<file path="src/sis_consts.vh">
// constants for the interrupt and statistics block: register map, field
// layout, widths and reset values; definitions only, no logic.
// assumes one includer per compile unit, guarded against double inclusion.
//
// Functional notes
// - every source bit and module summary bit has its own mask bit
// - source bits set on their event whatever the mask says
// - a module summary bit is set while any of its source bits is set
// - five summary bits: segmenter, reassembler, cell bus, serial bus, timing
// - segmenter sources: data cell queue overrun, scheduler overload error
// - reassembler: five header/pointer errors, underrun, overrun, three rollovers
// - cell bus sources: queue overrun, internal buffer overrun, cell received
// - serial bus: clock absent, clock fail, out of bandwidth, underrun, rollover
// - timing: reference failure, four time stamp cases, two adaptive losses
// - statistics counters, timing ones excepted, flag rollover on wrap to zero
// - 16-bit misc counter counts header/pointer errors enabled by select mask
// - misc identity holds control structure address of latest counted error
// - 16-bit underrun counter counts each receive underrun
// - underrun identity holds control structure address of latest underrun
// - 16-bit overrun counter counts each receive overrun
// - overrun identity holds control structure address of latest overrun
// - serial underrun position holds slot and stream of latest read underrun
// - serial read underrun counter counts each read underrun
// - timing event counter counts reference cells or markers, no rollover flag
// - free 24-bit byte period counter, no rollover flag
`ifndef SIS_CONSTS_VH
`define SIS_CONSTS_VH

// ****************************************
// bus widths
// ****************************************
`define SIS_AW        8
`define SIS_DW        16
`define SIS_ZERO      16'h0000
`define SIS_ONE17     17'h00001
`define SIS_ONE24     24'h000001

// ****************************************
// register offsets (word addresses)
// ****************************************
`define SIS_A_SUM     8'h00
`define SIS_A_SUM_MK  8'h01
`define SIS_A_TX      8'h02
`define SIS_A_TX_MK   8'h03
`define SIS_A_RX      8'h04
`define SIS_A_RX_MK   8'h05
`define SIS_A_UT      8'h06
`define SIS_A_UT_MK   8'h07
`define SIS_A_TDM     8'h08
`define SIS_A_TDM_MK  8'h09
`define SIS_A_TIM     8'h0A
`define SIS_A_TIM_MK  8'h0B
`define SIS_A_MSEL    8'h0C
`define SIS_A_MCNT    8'h0D
`define SIS_A_MID     8'h0E
`define SIS_A_UCNT    8'h0F
`define SIS_A_UID     8'h10
`define SIS_A_OCNT    8'h11
`define SIS_A_OID     8'h12
`define SIS_A_TPOS    8'h13
`define SIS_A_TCNT    8'h14
`define SIS_A_EVCNT   8'h15
`define SIS_A_BPLO    8'h16
`define SIS_A_BPHI    8'h17

// ****************************************
// field widths, layouts and reset values
// ****************************************
`define SIS_MSK_SUM   16'h001F
`define SIS_MSK_TX    16'h0003
`define SIS_MSK_RX    16'h03FF
`define SIS_MSK_UT    16'h0007
`define SIS_MSK_TDM   16'h001F
`define SIS_MSK_TIM   16'h007F
`define SIS_MSK_MSEL  16'h001F
`define SIS_MSEL_RST  5'h1F
`define SIS_ERR_N     5
`define SIS_SUM_N     5
`define SIS_RX_UND    5
`define SIS_RX_OVR    6
`define SIS_RX_MROL   7
`define SIS_RX_UROL   8
`define SIS_RX_OROL   9
`define SIS_TDM_RUND  3
`define SIS_TDM_ROL   4
`define SIS_SLOT_W    7
`define SIS_STRM_W    4
`define SIS_BP_W      24
`define SIS_BP_HI_W   8

`endif

</file>
<file path="src/sis_top.v">
// interrupt collection, masking and statistics counters of the device.
// assumes event inputs are one-cycle pulses synchronous to clk and that
// software uses the plain register port with read data one cycle later.
//
// Added by the designer: the address-and-strobe port and the register addresses.
`timescale 1ns/1ps
`include "sis_consts.vh"

module sis_top
(
  input  wire                     clk,
  input  wire                     reset,
  input  wire [`SIS_AW-1:0]       addr,
  input  wire [`SIS_DW-1:0]       wr_data,
  input  wire                     wr_stb,
  input  wire                     rd_stb,
  output reg  [`SIS_DW-1:0]       rd_data,
  input  wire [1:0]               transmit_segmenter_evt,
  input  wire [`SIS_ERR_N-1:0]    receive_reassembler_err,
  input  wire [`SIS_DW-1:0]       rx_err_id,
  input  wire                     rx_und_evt,
  input  wire [`SIS_DW-1:0]       rx_und_id,
  input  wire                     rx_ovr_evt,
  input  wire [`SIS_DW-1:0]       rx_ovr_id,
  input  wire [2:0]               cell_bus_evt,
  input  wire [2:0]               serial_bus_evt,
  input  wire                     serial_rund_evt,
  input  wire [`SIS_SLOT_W-1:0]   serial_rund_slot,
  input  wire [`SIS_STRM_W-1:0]   serial_rund_strm,
  input  wire [6:0]               timing_evt,
  input  wire                     timing_ref_evt,
  input  wire                     byte_tick,
  output reg                      irq
);

  // ****************************************
  // helper functions
  // ****************************************

  // write-one-to-clear update; the event term is or'ed last so a set
  // arriving together with a clear is never lost
  function [`SIS_DW-1:0] w1c_upd;
    input [`SIS_DW-1:0] cur;
    input [`SIS_DW-1:0] set;
    input               clr;
    input [`SIS_DW-1:0] wd;
    begin
      w1c_upd = (cur & ~(clr ? wd : `SIS_ZERO)) | set;
    end
  endfunction

  // 16-bit increment, carry out marks the wrap back to zero
  function [`SIS_DW:0] inc16;
    input [`SIS_DW-1:0] v;
    begin
      inc16 = {1'b0, v} + `SIS_ONE17;
    end
  endfunction

  // write decode for one register offset
  function wr_at;
    input [`SIS_AW-1:0] a;
    begin
      wr_at = wr_stb && (addr == a);
    end
  endfunction

  // widen a five-bit field to a register word, upper bits reading zero
  function [`SIS_DW-1:0] pad5;
    input [`SIS_SUM_N-1:0] f;
    begin
      pad5 = {{(`SIS_DW-`SIS_SUM_N){1'b0}}, f};
    end
  endfunction

  // ****************************************
  // registers and next values
  // ****************************************
  reg  [`SIS_DW-1:0]     tx_st_r;
  reg  [`SIS_DW-1:0]     rx_st_r;
  reg  [`SIS_DW-1:0]     ut_st_r;
  reg  [`SIS_DW-1:0]     tdm_st_r;
  reg  [`SIS_DW-1:0]     tim_st_r;
  reg  [`SIS_DW-1:0]     sum_mk_r;
  reg  [`SIS_DW-1:0]     tx_mk_r;
  reg  [`SIS_DW-1:0]     rx_mk_r;
  reg  [`SIS_DW-1:0]     ut_mk_r;
  reg  [`SIS_DW-1:0]     tdm_mk_r;
  reg  [`SIS_DW-1:0]     tim_mk_r;
  reg  [`SIS_ERR_N-1:0]  msel_r;
  reg  [`SIS_DW-1:0]     mcnt_r;
  reg  [`SIS_DW-1:0]     mid_r;
  reg  [`SIS_DW-1:0]     ucnt_r;
  reg  [`SIS_DW-1:0]     uid_r;
  reg  [`SIS_DW-1:0]     ocnt_r;
  reg  [`SIS_DW-1:0]     oid_r;
  reg  [`SIS_SLOT_W-1:0] tslot_r;
  reg  [`SIS_STRM_W-1:0] tstrm_r;
  reg  [`SIS_DW-1:0]     tcnt_r;
  reg  [`SIS_DW-1:0]     evcnt_r;
  reg  [`SIS_BP_W-1:0]   byte_period_counter_r;
  reg  [`SIS_BP_HI_W-1:0] bp_hi_snap_r;

  reg  [`SIS_DW-1:0]     tx_set;
  reg  [`SIS_DW-1:0]     rx_set;
  reg  [`SIS_DW-1:0]     ut_set;
  reg  [`SIS_DW-1:0]     tdm_set;
  reg  [`SIS_DW-1:0]     tim_set;
  reg  [`SIS_DW-1:0]     rd_nxt;
  wire [`SIS_DW-1:0]     sum;
  wire                   misc_hit;
  wire [`SIS_DW:0]       mcnt_nxt;
  wire [`SIS_DW:0]       ucnt_nxt;
  wire [`SIS_DW:0]       ocnt_nxt;
  wire [`SIS_DW:0]       tcnt_nxt;
  wire [`SIS_DW:0]       evcnt_nxt;
  wire                   irq_nxt;

  // ****************************************
  // statistics counter arithmetic
  // ****************************************

  // only errors whose select bit is on are counted; several in one
  // cycle belong to one cell and count once; a deselected error still
  // sets its source bit, only the counting and the identity latch stop
  assign misc_hit  = |(receive_reassembler_err & msel_r);
  assign mcnt_nxt  = inc16(mcnt_r);
  assign ucnt_nxt  = inc16(ucnt_r);
  assign ocnt_nxt  = inc16(ocnt_r);
  assign tcnt_nxt  = inc16(tcnt_r);
  assign evcnt_nxt = inc16(evcnt_r);

  // ****************************************
  // event set vectors
  // ****************************************

  // source bits gather events with no regard to the masks
  always @*
  begin
    tx_set  = `SIS_ZERO;
    rx_set  = `SIS_ZERO;
    ut_set  = `SIS_ZERO;
    tdm_set = `SIS_ZERO;
    tim_set = `SIS_ZERO;
    tx_set[1:0] = transmit_segmenter_evt;
    rx_set[`SIS_ERR_N-1:0] = receive_reassembler_err;
    rx_set[`SIS_RX_UND]  = rx_und_evt;
    rx_set[`SIS_RX_OVR]  = rx_ovr_evt;
    rx_set[`SIS_RX_MROL] = misc_hit & mcnt_nxt[`SIS_DW];
    rx_set[`SIS_RX_UROL] = rx_und_evt & ucnt_nxt[`SIS_DW];
    rx_set[`SIS_RX_OROL] = rx_ovr_evt & ocnt_nxt[`SIS_DW];
    ut_set[2:0] = cell_bus_evt;
    tdm_set[2:0] = serial_bus_evt;
    tdm_set[`SIS_TDM_RUND] = serial_rund_evt;
    tdm_set[`SIS_TDM_ROL] = serial_rund_evt & tcnt_nxt[`SIS_DW];
    tim_set[6:0] = timing_evt;
  end

  // ****************************************
  // module summary and interrupt
  // ****************************************

  // summary bits are pure or-reductions, so they fall by themselves
  // once software has cleared the last source of a module
  // summary masks let software enable a whole module at once
  assign sum = pad5({|tim_st_r,
                     |tdm_st_r,
                     |ut_st_r,
                     |rx_st_r,
                     |tx_st_r});

  // each bit meets its own mask; summary bits have masks of their own
  assign irq_nxt = |(tx_st_r & tx_mk_r)
                 | |(rx_st_r & rx_mk_r)
                 | |(ut_st_r & ut_mk_r)
                 | |(tdm_st_r & tdm_mk_r)
                 | |(tim_st_r & tim_mk_r)
                 | |(sum & sum_mk_r);

  // ****************************************
  // status and mask registers
  // ****************************************

  // sticky source bits, cleared by writing ones
  // a write of zeros leaves every bit as it was
  always @(posedge clk)
  begin
    if (reset)
    begin
      tx_st_r  <= `SIS_ZERO;
      rx_st_r  <= `SIS_ZERO;
      ut_st_r  <= `SIS_ZERO;
      tdm_st_r <= `SIS_ZERO;
      tim_st_r <= `SIS_ZERO;
    end
    else
    begin
      tx_st_r  <= w1c_upd(tx_st_r, tx_set, wr_at(`SIS_A_TX), wr_data);
      rx_st_r  <= w1c_upd(rx_st_r, rx_set, wr_at(`SIS_A_RX), wr_data);
      ut_st_r  <= w1c_upd(ut_st_r, ut_set, wr_at(`SIS_A_UT), wr_data);
      tdm_st_r <= w1c_upd(tdm_st_r, tdm_set, wr_at(`SIS_A_TDM), wr_data);
      tim_st_r <= w1c_upd(tim_st_r, tim_set, wr_at(`SIS_A_TIM), wr_data);
    end
  end

  // mask registers; bits beyond each field are kept at zero
  // the select register only gates counting and the misc identity, never the source bits
  always @(posedge clk)
  begin
    if (reset)
    begin
      sum_mk_r <= `SIS_ZERO;
      tx_mk_r  <= `SIS_ZERO;
      rx_mk_r  <= `SIS_ZERO;
      ut_mk_r  <= `SIS_ZERO;
      tdm_mk_r <= `SIS_ZERO;
      tim_mk_r <= `SIS_ZERO;
      msel_r   <= `SIS_MSEL_RST;
    end
    else
    begin
      if (wr_at(`SIS_A_SUM_MK))
        sum_mk_r <= wr_data & `SIS_MSK_SUM;
      if (wr_at(`SIS_A_TX_MK))
        tx_mk_r <= wr_data & `SIS_MSK_TX;
      if (wr_at(`SIS_A_RX_MK))
        rx_mk_r <= wr_data & `SIS_MSK_RX;
      if (wr_at(`SIS_A_UT_MK))
        ut_mk_r <= wr_data & `SIS_MSK_UT;
      if (wr_at(`SIS_A_TDM_MK))
        tdm_mk_r <= wr_data & `SIS_MSK_TDM;
      if (wr_at(`SIS_A_TIM_MK))
        tim_mk_r <= wr_data & `SIS_MSK_TIM;
      if (wr_at(`SIS_A_MSEL))
        msel_r <= wr_data[`SIS_ERR_N-1:0];
    end
  end

  // ****************************************
  // reassembler statistics
  // ****************************************

  // counters wrap silently; the wrap itself is flagged in rx status
  // an identity is latched only with the event it belongs to
  always @(posedge clk)
  begin
    if (reset)
    begin
      mcnt_r <= `SIS_ZERO;
      mid_r  <= `SIS_ZERO;
      ucnt_r <= `SIS_ZERO;
      uid_r  <= `SIS_ZERO;
      ocnt_r <= `SIS_ZERO;
      oid_r  <= `SIS_ZERO;
    end
    else
    begin
      if (misc_hit)
      begin
        mcnt_r <= mcnt_nxt[`SIS_DW-1:0];
        mid_r  <= rx_err_id;
      end
      if (rx_und_evt)
      begin
        ucnt_r <= ucnt_nxt[`SIS_DW-1:0];
        uid_r  <= rx_und_id;
      end
      if (rx_ovr_evt)
      begin
        ocnt_r <= ocnt_nxt[`SIS_DW-1:0];
        oid_r  <= rx_ovr_id;
      end
    end
  end

  // ****************************************
  // serial bus and timing statistics
  // ****************************************

  // the timing counters have no rollover flag by design
  // the 24-bit byte count wraps silently and serves as a free time base
  always @(posedge clk)
  begin
    if (reset)
    begin
      tslot_r <= {`SIS_SLOT_W{1'b0}};
      tstrm_r <= {`SIS_STRM_W{1'b0}};
      tcnt_r  <= `SIS_ZERO;
      evcnt_r <= `SIS_ZERO;
      byte_period_counter_r <= {`SIS_BP_W{1'b0}};
    end
    else
    begin
      if (serial_rund_evt)
      begin
        tslot_r <= serial_rund_slot;
        tstrm_r <= serial_rund_strm;
        tcnt_r  <= tcnt_nxt[`SIS_DW-1:0];
      end
      if (timing_ref_evt)
        evcnt_r <= evcnt_nxt[`SIS_DW-1:0];
      if (byte_tick)
        byte_period_counter_r <= byte_period_counter_r + `SIS_ONE24;
    end
  end

  // ****************************************
  // register read port
  // ****************************************

  // read mux; unmapped offsets read zero
  always @*
  begin
    rd_nxt = `SIS_ZERO;
    case (addr)
      `SIS_A_SUM:    rd_nxt = sum;
      `SIS_A_SUM_MK: rd_nxt = sum_mk_r;
      `SIS_A_TX:     rd_nxt = tx_st_r;
      `SIS_A_TX_MK:  rd_nxt = tx_mk_r;
      `SIS_A_RX:     rd_nxt = rx_st_r;
      `SIS_A_RX_MK:  rd_nxt = rx_mk_r;
      `SIS_A_UT:     rd_nxt = ut_st_r;
      `SIS_A_UT_MK:  rd_nxt = ut_mk_r;
      `SIS_A_TDM:    rd_nxt = tdm_st_r;
      `SIS_A_TDM_MK: rd_nxt = tdm_mk_r;
      `SIS_A_TIM:    rd_nxt = tim_st_r;
      `SIS_A_TIM_MK: rd_nxt = tim_mk_r;
      `SIS_A_MSEL:   rd_nxt = pad5(msel_r);
      `SIS_A_MCNT:   rd_nxt = mcnt_r;
      `SIS_A_MID:    rd_nxt = mid_r;
      `SIS_A_UCNT:   rd_nxt = ucnt_r;
      `SIS_A_UID:    rd_nxt = uid_r;
      `SIS_A_OCNT:   rd_nxt = ocnt_r;
      `SIS_A_OID:    rd_nxt = oid_r;
      `SIS_A_TPOS:   rd_nxt = {4'h0, tstrm_r, 1'b0, tslot_r};
      `SIS_A_TCNT:   rd_nxt = tcnt_r;
      `SIS_A_EVCNT:  rd_nxt = evcnt_r;
      `SIS_A_BPLO:   rd_nxt = byte_period_counter_r[`SIS_DW-1:0];
      `SIS_A_BPHI:   rd_nxt = {8'h00, bp_hi_snap_r};
      default:       rd_nxt = `SIS_ZERO;
    endcase
  end

  // read data stand one cycle only; reading the low half snaps the high
  // half so a 24-bit value is read coherently low first
  always @(posedge clk)
  begin
    if (reset)
    begin
      rd_data      <= `SIS_ZERO;
      bp_hi_snap_r <= {`SIS_BP_HI_W{1'b0}};
    end
    else
    begin
      rd_data <= rd_stb ? rd_nxt : `SIS_ZERO;
      if (rd_stb && (addr == `SIS_A_BPLO))
        bp_hi_snap_r <= byte_period_counter_r[`SIS_BP_W-1:`SIS_DW];
    end
  end

  // ****************************************
  // interrupt pin
  // ****************************************

  // registered so the pin never glitches while several sources settle
  // in one cycle; the price is one cycle of extra latency
  always @(posedge clk)
  begin
    if (reset)
      irq <= 1'b0;
    else
      irq <= irq_nxt;
  end

endmodule // sis_top

</file>
<file path="config.mk">
export PLATFORM = sky130hd
export DESIGN_NAME = sis_top
export DESIGN_NICKNAME = d
export VERILOG_FILES = /design/src/sis_top.v
export VERILOG_INCLUDE_DIRS = /design/src /design/src/src
export SDC_FILE = /design/constraint.sdc
export NUM_CORES = 1
export LEC_CHECK = 0
export BUFFER_PORTS_ARGS = -buffer_cell sky130_fd_sc_hd__buf_2
export CORE_AREA = 2 2 128 255
export DETAILED_ROUTE_END_ITERATION = 6
export DIE_AREA = 0 0 130 257
export PLACE_DENSITY = 0.68
export SETUP_SLACK_MARGIN = 0.3
export SYNTH_ARGS = -nofsm -noshare
export SYNTH_HDL_FRONTEND = slang
export SYNTH_SLANG_ARGS = --single-unit
</file>
<file path="constraint.sdc">
create_clock -name clk -period 5.95 [get_ports clk]
set_input_delay 0.595 -clock clk [delete_from_list [all_inputs] [get_ports clk]]
set_output_delay 0.595 -clock clk [all_outputs]
set_load 0.005 [all_outputs]
</file>
==> metrics, run 1 <==
die area=33,400 um^2; fillcell total=3,025; post-DR vias/cell=6.12; ANT cells=0; final hold violation count=0; DR WL/cell=26.9 um; Post-Layout Cell Count=2,170; Final GP Congestion=1.10; Lkg Pwr=6.07 nW; Horiz. Die Dim=130 um; Pwr Density=262 nW/um^2; Worst setup SP type=input pin; Synth top area share=42.5%; Final period util=46.4%; chip height=257 um; first-pass GRT wire length=84,200 um; vias in the first global route=12,845; cell chain of the critical path=buf_2 > or4b_1 > nor3_2 > nand2_1 > mux4_2 > a41oi_1; Netlist cell types=71; max reg flops=24; Synth Area in Adders=0.523%; Worst Path Required=6430 ps; max_cap viols=0; Mapped Area=14,400 um^2; CTS tree=done; commonest cells in the netlist=dfxtp_1 (305), nor2_1 (224), nand2_1 (166), a21oi_1 (119), mux2i_1 (114); P_sw=1.09 mW; Worst-Skew Late Latency=580 ps; # rows=92; Sequential Power Share=50.8%; CP max stage delay=900 ps; postcts setup bufs=0; Int Power=3.14 mW; Hold Crit Class=in -> reg; PortBufs=128; CTS Hold Bufs=0; total nets after synthesis=1,771; slowest CP cell=nor3_2; number of H-tree levels=1; Setup CP Type=in -> reg; Initial DRT Pass Iterations=5; RSZ-0062 raised after global routing=false; fraction of the mapped netlist area in simple logic gates=24.1%; Seq/Total Area, Yosys=42.5%; Vias=13,290; asr flop ratio synth=0%; Comb power frac=7.4%; mux contribution to synthesized area=10.8%; post-synthesis register bit count=305; Largest delay share family, worst path=simple AND/OR/NAND/NOR gates; DP HPWL=43,300 um; drt initial violations=1,251; Num CTS Buffers=28; outcome=finished clean; clock share of power=41.8%; xor/xnor cell area share of the yosys netlist=5.37%; dpl cells=2,121; Slew @ Worst Pin=1070 ps; switching share of power=25.8%; Synth-to-Final Area Change=12.5%; final setup TNS=0 ps; Final ANT Viol Nets=0; # DRC=0; remaining global-route overflow=0; # IOs=129; GR Util All Layers=34.6%; synth top area cells=dfxtp_1 (43%), mux2i_1 (7.9%), nor2_1 (5.9%); crit path time final=2760 ps; CP bufs+invs=1; share of cells above drive strength 1=13.7%; post-CTS resize count=0; Peak Freq=362 MHz; pin count of the biggest net entering global routing=141; hold_ws=217 ps; Clk pin slew, worst setup/hold paths=70 ps; top_reg_cell synth=dfxtp_1; Post-synth EDFFs=0; most frequent cell after synthesis=dfxtp_1; critical path endpoint category=register; Setup Viol. Count Final=0; core area=31,400 um^2; Compound-Gate Fraction of Synth Area=13.2%; slew margin rel.=28.2%; antenna violations before repair=0; critical-path maximum fanout=15; largest area contributor in the netlist=dfxtp_1; root buf cell=clkbuf_16; Clock Sinks=305; Post-Synthesis Cells=1,653; Syn. warnings=0; initial core utilization=45.7%; Longest Clk Path Bufs=3; Routed WL=58,400 um; Mean Syn Cell Area=8.69 um^2; Final Util=51.4%; main combinational cell family by area after synthesis=simple AND/OR/NAND/NOR gates; Arr. time, crit path=3230 ps; Worst Clk Skew=36.2 ps; largest reg by FF count=byte_period_counter_r; Final nets=1,846; pins over their slew limit=0; Worst IR Drop VDD=0.247 mV
==> tightest hold or removal path, stage by stage <==
cell and delay, ps:
buf_2 80, a21oi_1 30, nor2_1 60
==> final timing paths <==
kind / from / to / slack (ps) / depth (start not counted)
min: timing_evt[0] / tim_st_r[0] / 220 / 3
max: addr[5] / rd_data[7] / 3190 / 6
min reg2reg: tim_st_r[15] / tim_st_r[15] / 470 / 2
max reg2reg: tdm_st_r[4] / rd_data[3] / 3530 / 5
==> stage by stage <==
step / setup slack (ps) / total power, mW / instance area, um^2
after floorplan: 3660 / 2.35 / 14400
after global placement: 2750 / 2.50 / 15300
after detailed placement: 2700 / 2.50 / 15300
after CTS: 3300 / 4.25 / 16200
after global routing: 3100 / 4.36 / 16200
final: 3190 / 4.24 / 16200
==> logic make-up (layout without fill, tap and decap cells) <==
kind of cell               after synthesis  in the layout
AOI/OAI and AO/OA                      292            292
xor gates and xnor gates                88             88
adders and majority gates                6              6
buffers and inverters                  118            212
DFF                                    305            305
muxes                                  142            142
and+or+nand+nor                        702            702
==> power groups by stage <==
stage	combinational, mW	sequential [mW]	clock [mW]
floorplan	0.187	2.16	0
global placement	0.301	2.20	0
detailed placement	0.305	2.20	0
CTS	0.306	2.15	1.79
global route	0.334	2.15	1.87
finish	0.313	2.15	1.77
==> routing by layer <==
metal / part of all wire [%] / GRT usage (%) / up-vias
met1: 34 / 36.8 / 6357
met3: 6.8 / 5.82 / 237
met5: 0 / 0 / -
met2: 47 / 56.8 / 654
li1: - / - / 6042
met4: 12 / 31.8 / 0
==> placed cells by master (no fill, tap or decap), types with 24 or more instances in the layout <==
cell	count
nand4_1	35
a22oi_1	27
nor2_1	224
buf_2	127
nand3_1	41
dfxtp_1	305
nand2_1	166
clkbuf_16	29
o21ai_0	32
xor2_1	50
and3_1	40
xnor2_1	38
mux2i_1	114
nand2b_1	56
nor4_1	33
a21oi_1	119
nor3_1	24
==> layout make-up <==
class	count	area (um^2)	share of cell area (%)
clock inverters	9	65.1	0.403
well taps	423	529	3.27
clock buffers	40	807	4.99
inverters	12	45.0	0.279
flip-flops and latches	305	6110	37.8
repair buffers	151	822	5.09
multi-input cells	1230	7790	48.2
No activity file was read; power rests on OpenSTA's default activity.
==> inputs of run 2 (changes only) <==
Clock period 5.95 ns to 2.87 ns, I/O delays scaled along.
==> run 2 against run 1 <==
  * Clock power rose by 130%
  * Die area is the same
  * Critical path depth down 2
  * Wire length grew 4.2%
  * Largest cell class unchanged
  * Highest routed layer is now met5
==> metrics, run 2 (synthesis gave the netlist of run 1 again) <==
outcome=finished clean; initial core utilization=45.7% (unchanged); Worst setup SP type=register; Final period util=76.4%; vias in the first global route=13,747 (+7.0%); leading cell types in the layout, fill and taps excluded=dfxtp_1 (305), nor2_1 (224), nand2_1 (166); Post-Layout Cell Count=2,299 (+5.9%); fillcell total=2,857 (-5.6%); Slew @ Worst Pin=912 ps (-159 ps); first-pass GRT wire length=88,500 um (+5.1%); CP max stage delay=640 ps (-260 ps); slowest CP cell=nor4_1; Clk pin slew, worst setup/hold paths=70 ps (about the same); root buf cell=clkbuf_16; Num CTS Buffers=27 (-3.6%); pre-CTS setup slack=261 ps (-2440 ps); # rows=92 (unchanged); chip height=257 um (unchanged); Clock Sinks=305 (unchanged); Routed WL=60,800 um (+4.2%); pins over their slew limit=0 (unchanged); Lkg Pwr=6.72 nW (+11%); Peak Freq=456 MHz; drt initial violations=1,319 (+5.4%); RSZ-0062 raised after global routing=false; pin count of the biggest net entering global routing=107 (-24%); GR Util All Layers=36.3% (+1.8 points); core area=31,400 um^2 (unchanged); share of cells above drive strength 1=15.1% (+1.4 points); post-DR vias/cell=6.08 (-0.77%); Final Util=55.7% (+4.3 points); Worst-Skew Late Latency=570 ps (about the same); Final GP Congestion=1.07 (-2.2%); postcts setup bufs=0 (unchanged); Worst Clk Skew=17.9 ps (-18.3 ps); Arr. time, crit path=2610 ps (-620 ps); Pwr Total=9.34 mW (+120%); DP HPWL=46,000 um (+6.3%); Setup CP Type=reg -> reg; dpl cells=2,163 (+2.0%); Worst Path Required=3290 ps (-3140 ps); Horiz. Die Dim=130 um (unchanged); final setup TNS=0 ps (unchanged); critical path endpoint category=register; Longest Clk Path Bufs=3 (unchanged); critical-path maximum fanout=3 (-12); final hold violation count=0 (unchanged); largest reg by FF count=byte_period_counter_r; most common cell after layout, fill and taps aside=dfxtp_1; number of H-tree levels=1 (unchanged); PortBufs=128 (unchanged); # DRC=0 (unchanged); Worst Slack Setup Final=678 ps (-2510 ps); Initial DRT Pass Iterations=6 (+1); max reg flops=24 (unchanged); Pwr Density=534 nW/um^2 (+100%); Final ANT Viol Nets=0 (unchanged); max_cap viols=0 (unchanged); Vias=13,972 (+5.1%); Setup Viol. Count Final=0 (unchanged); Worst IR Drop VDD=0.442 mV (+79%); antenna violations before repair=3 (+3); Final nets=1,972 (+6.8%); hold_ws=61.3 ps (-156 ps); remaining global-route overflow=0 (unchanged); crit path time final=2190 ps; Placed Area=15,700 um^2 (+2.6%); slew margin rel.=39.2% (+11 points); die area=33,400 um^2 (unchanged); DR WL/cell=26.5 um (-1.6%); # IOs=129 (unchanged); Synth-to-Final Area Change=21.9%; Hold Crit Class=in -> reg; cell chain of the critical path=nor4_1 > nand4_1 > a222oi_1 > a31oi_1; CTS tree=done; Post-Layout Inst Area=17,500 um^2 (+8.3%)
[run 2: cell count changes in the layout (fill, tap and decap cells not counted)]
cell and delta:
buf_12 +6, clkinvlp_4 -2, inv_8 +1, diode_2 +2, clkinv_2 -1, clkbuf_1 -1
clkinv_8 -1, dlygate4sd3_1 +85, buf_4 +36, clkbuf_16 -2, bufinv_16 +6
[run 2: final timing paths]
check	end	from	depth (start not counted)	slack [ps]
max	irq	tim_st_r[7]	4	680
min	byte_period_counter_r[0]	byte_tick	3	60
max reg2reg	irq	tim_st_r[7]	4	680
min reg2reg	tx_st_r[6]	tx_st_r[6]	2	470
[run 2: layer usage]
layer	track usage, %	part of all wire [%]
met4	35.0	12
met5	0	0.023
met1	36.5	33
met3	6.67	6.4
met2	60.8	48
[run 2: report_power, final]
group / total, mW / leakage, nW / switching [mW] / internal [mW]
Combinational: 0.793 / 3.76 / 0.454 / 0.339
Clock: 4.09 / 0.480 / 1.70 / 2.38
Sequential: 4.46 / 2.48 / 0.140 / 4.32
[run 2: what timing repair did]
action                    CTS  global route
resized for setup           0             0
hold buffers               85             0
hold endpoints to repair  103             0
[run 2: critical path, delay by kind of cell, from the launching register on]
kind            cells  cell delay [ps]
compound gates      2              610
flops               1              360
simple gates        2             1070
[run 2: area by class of cell]
cell class	count	area, um^2	area share (%)
Inverter	12	45.0	0.257
Timing Repair Buffer	278	2060	11.8
Clock inverter	12	220	1.26
Multi-Input combinational cell	1230	7790	44.5
Tap cell	423	529	3.02
Antenna cell	2	5.00	0.0286
Sequential cell	305	6110	34.9
Clock buffer	37	753	4.30
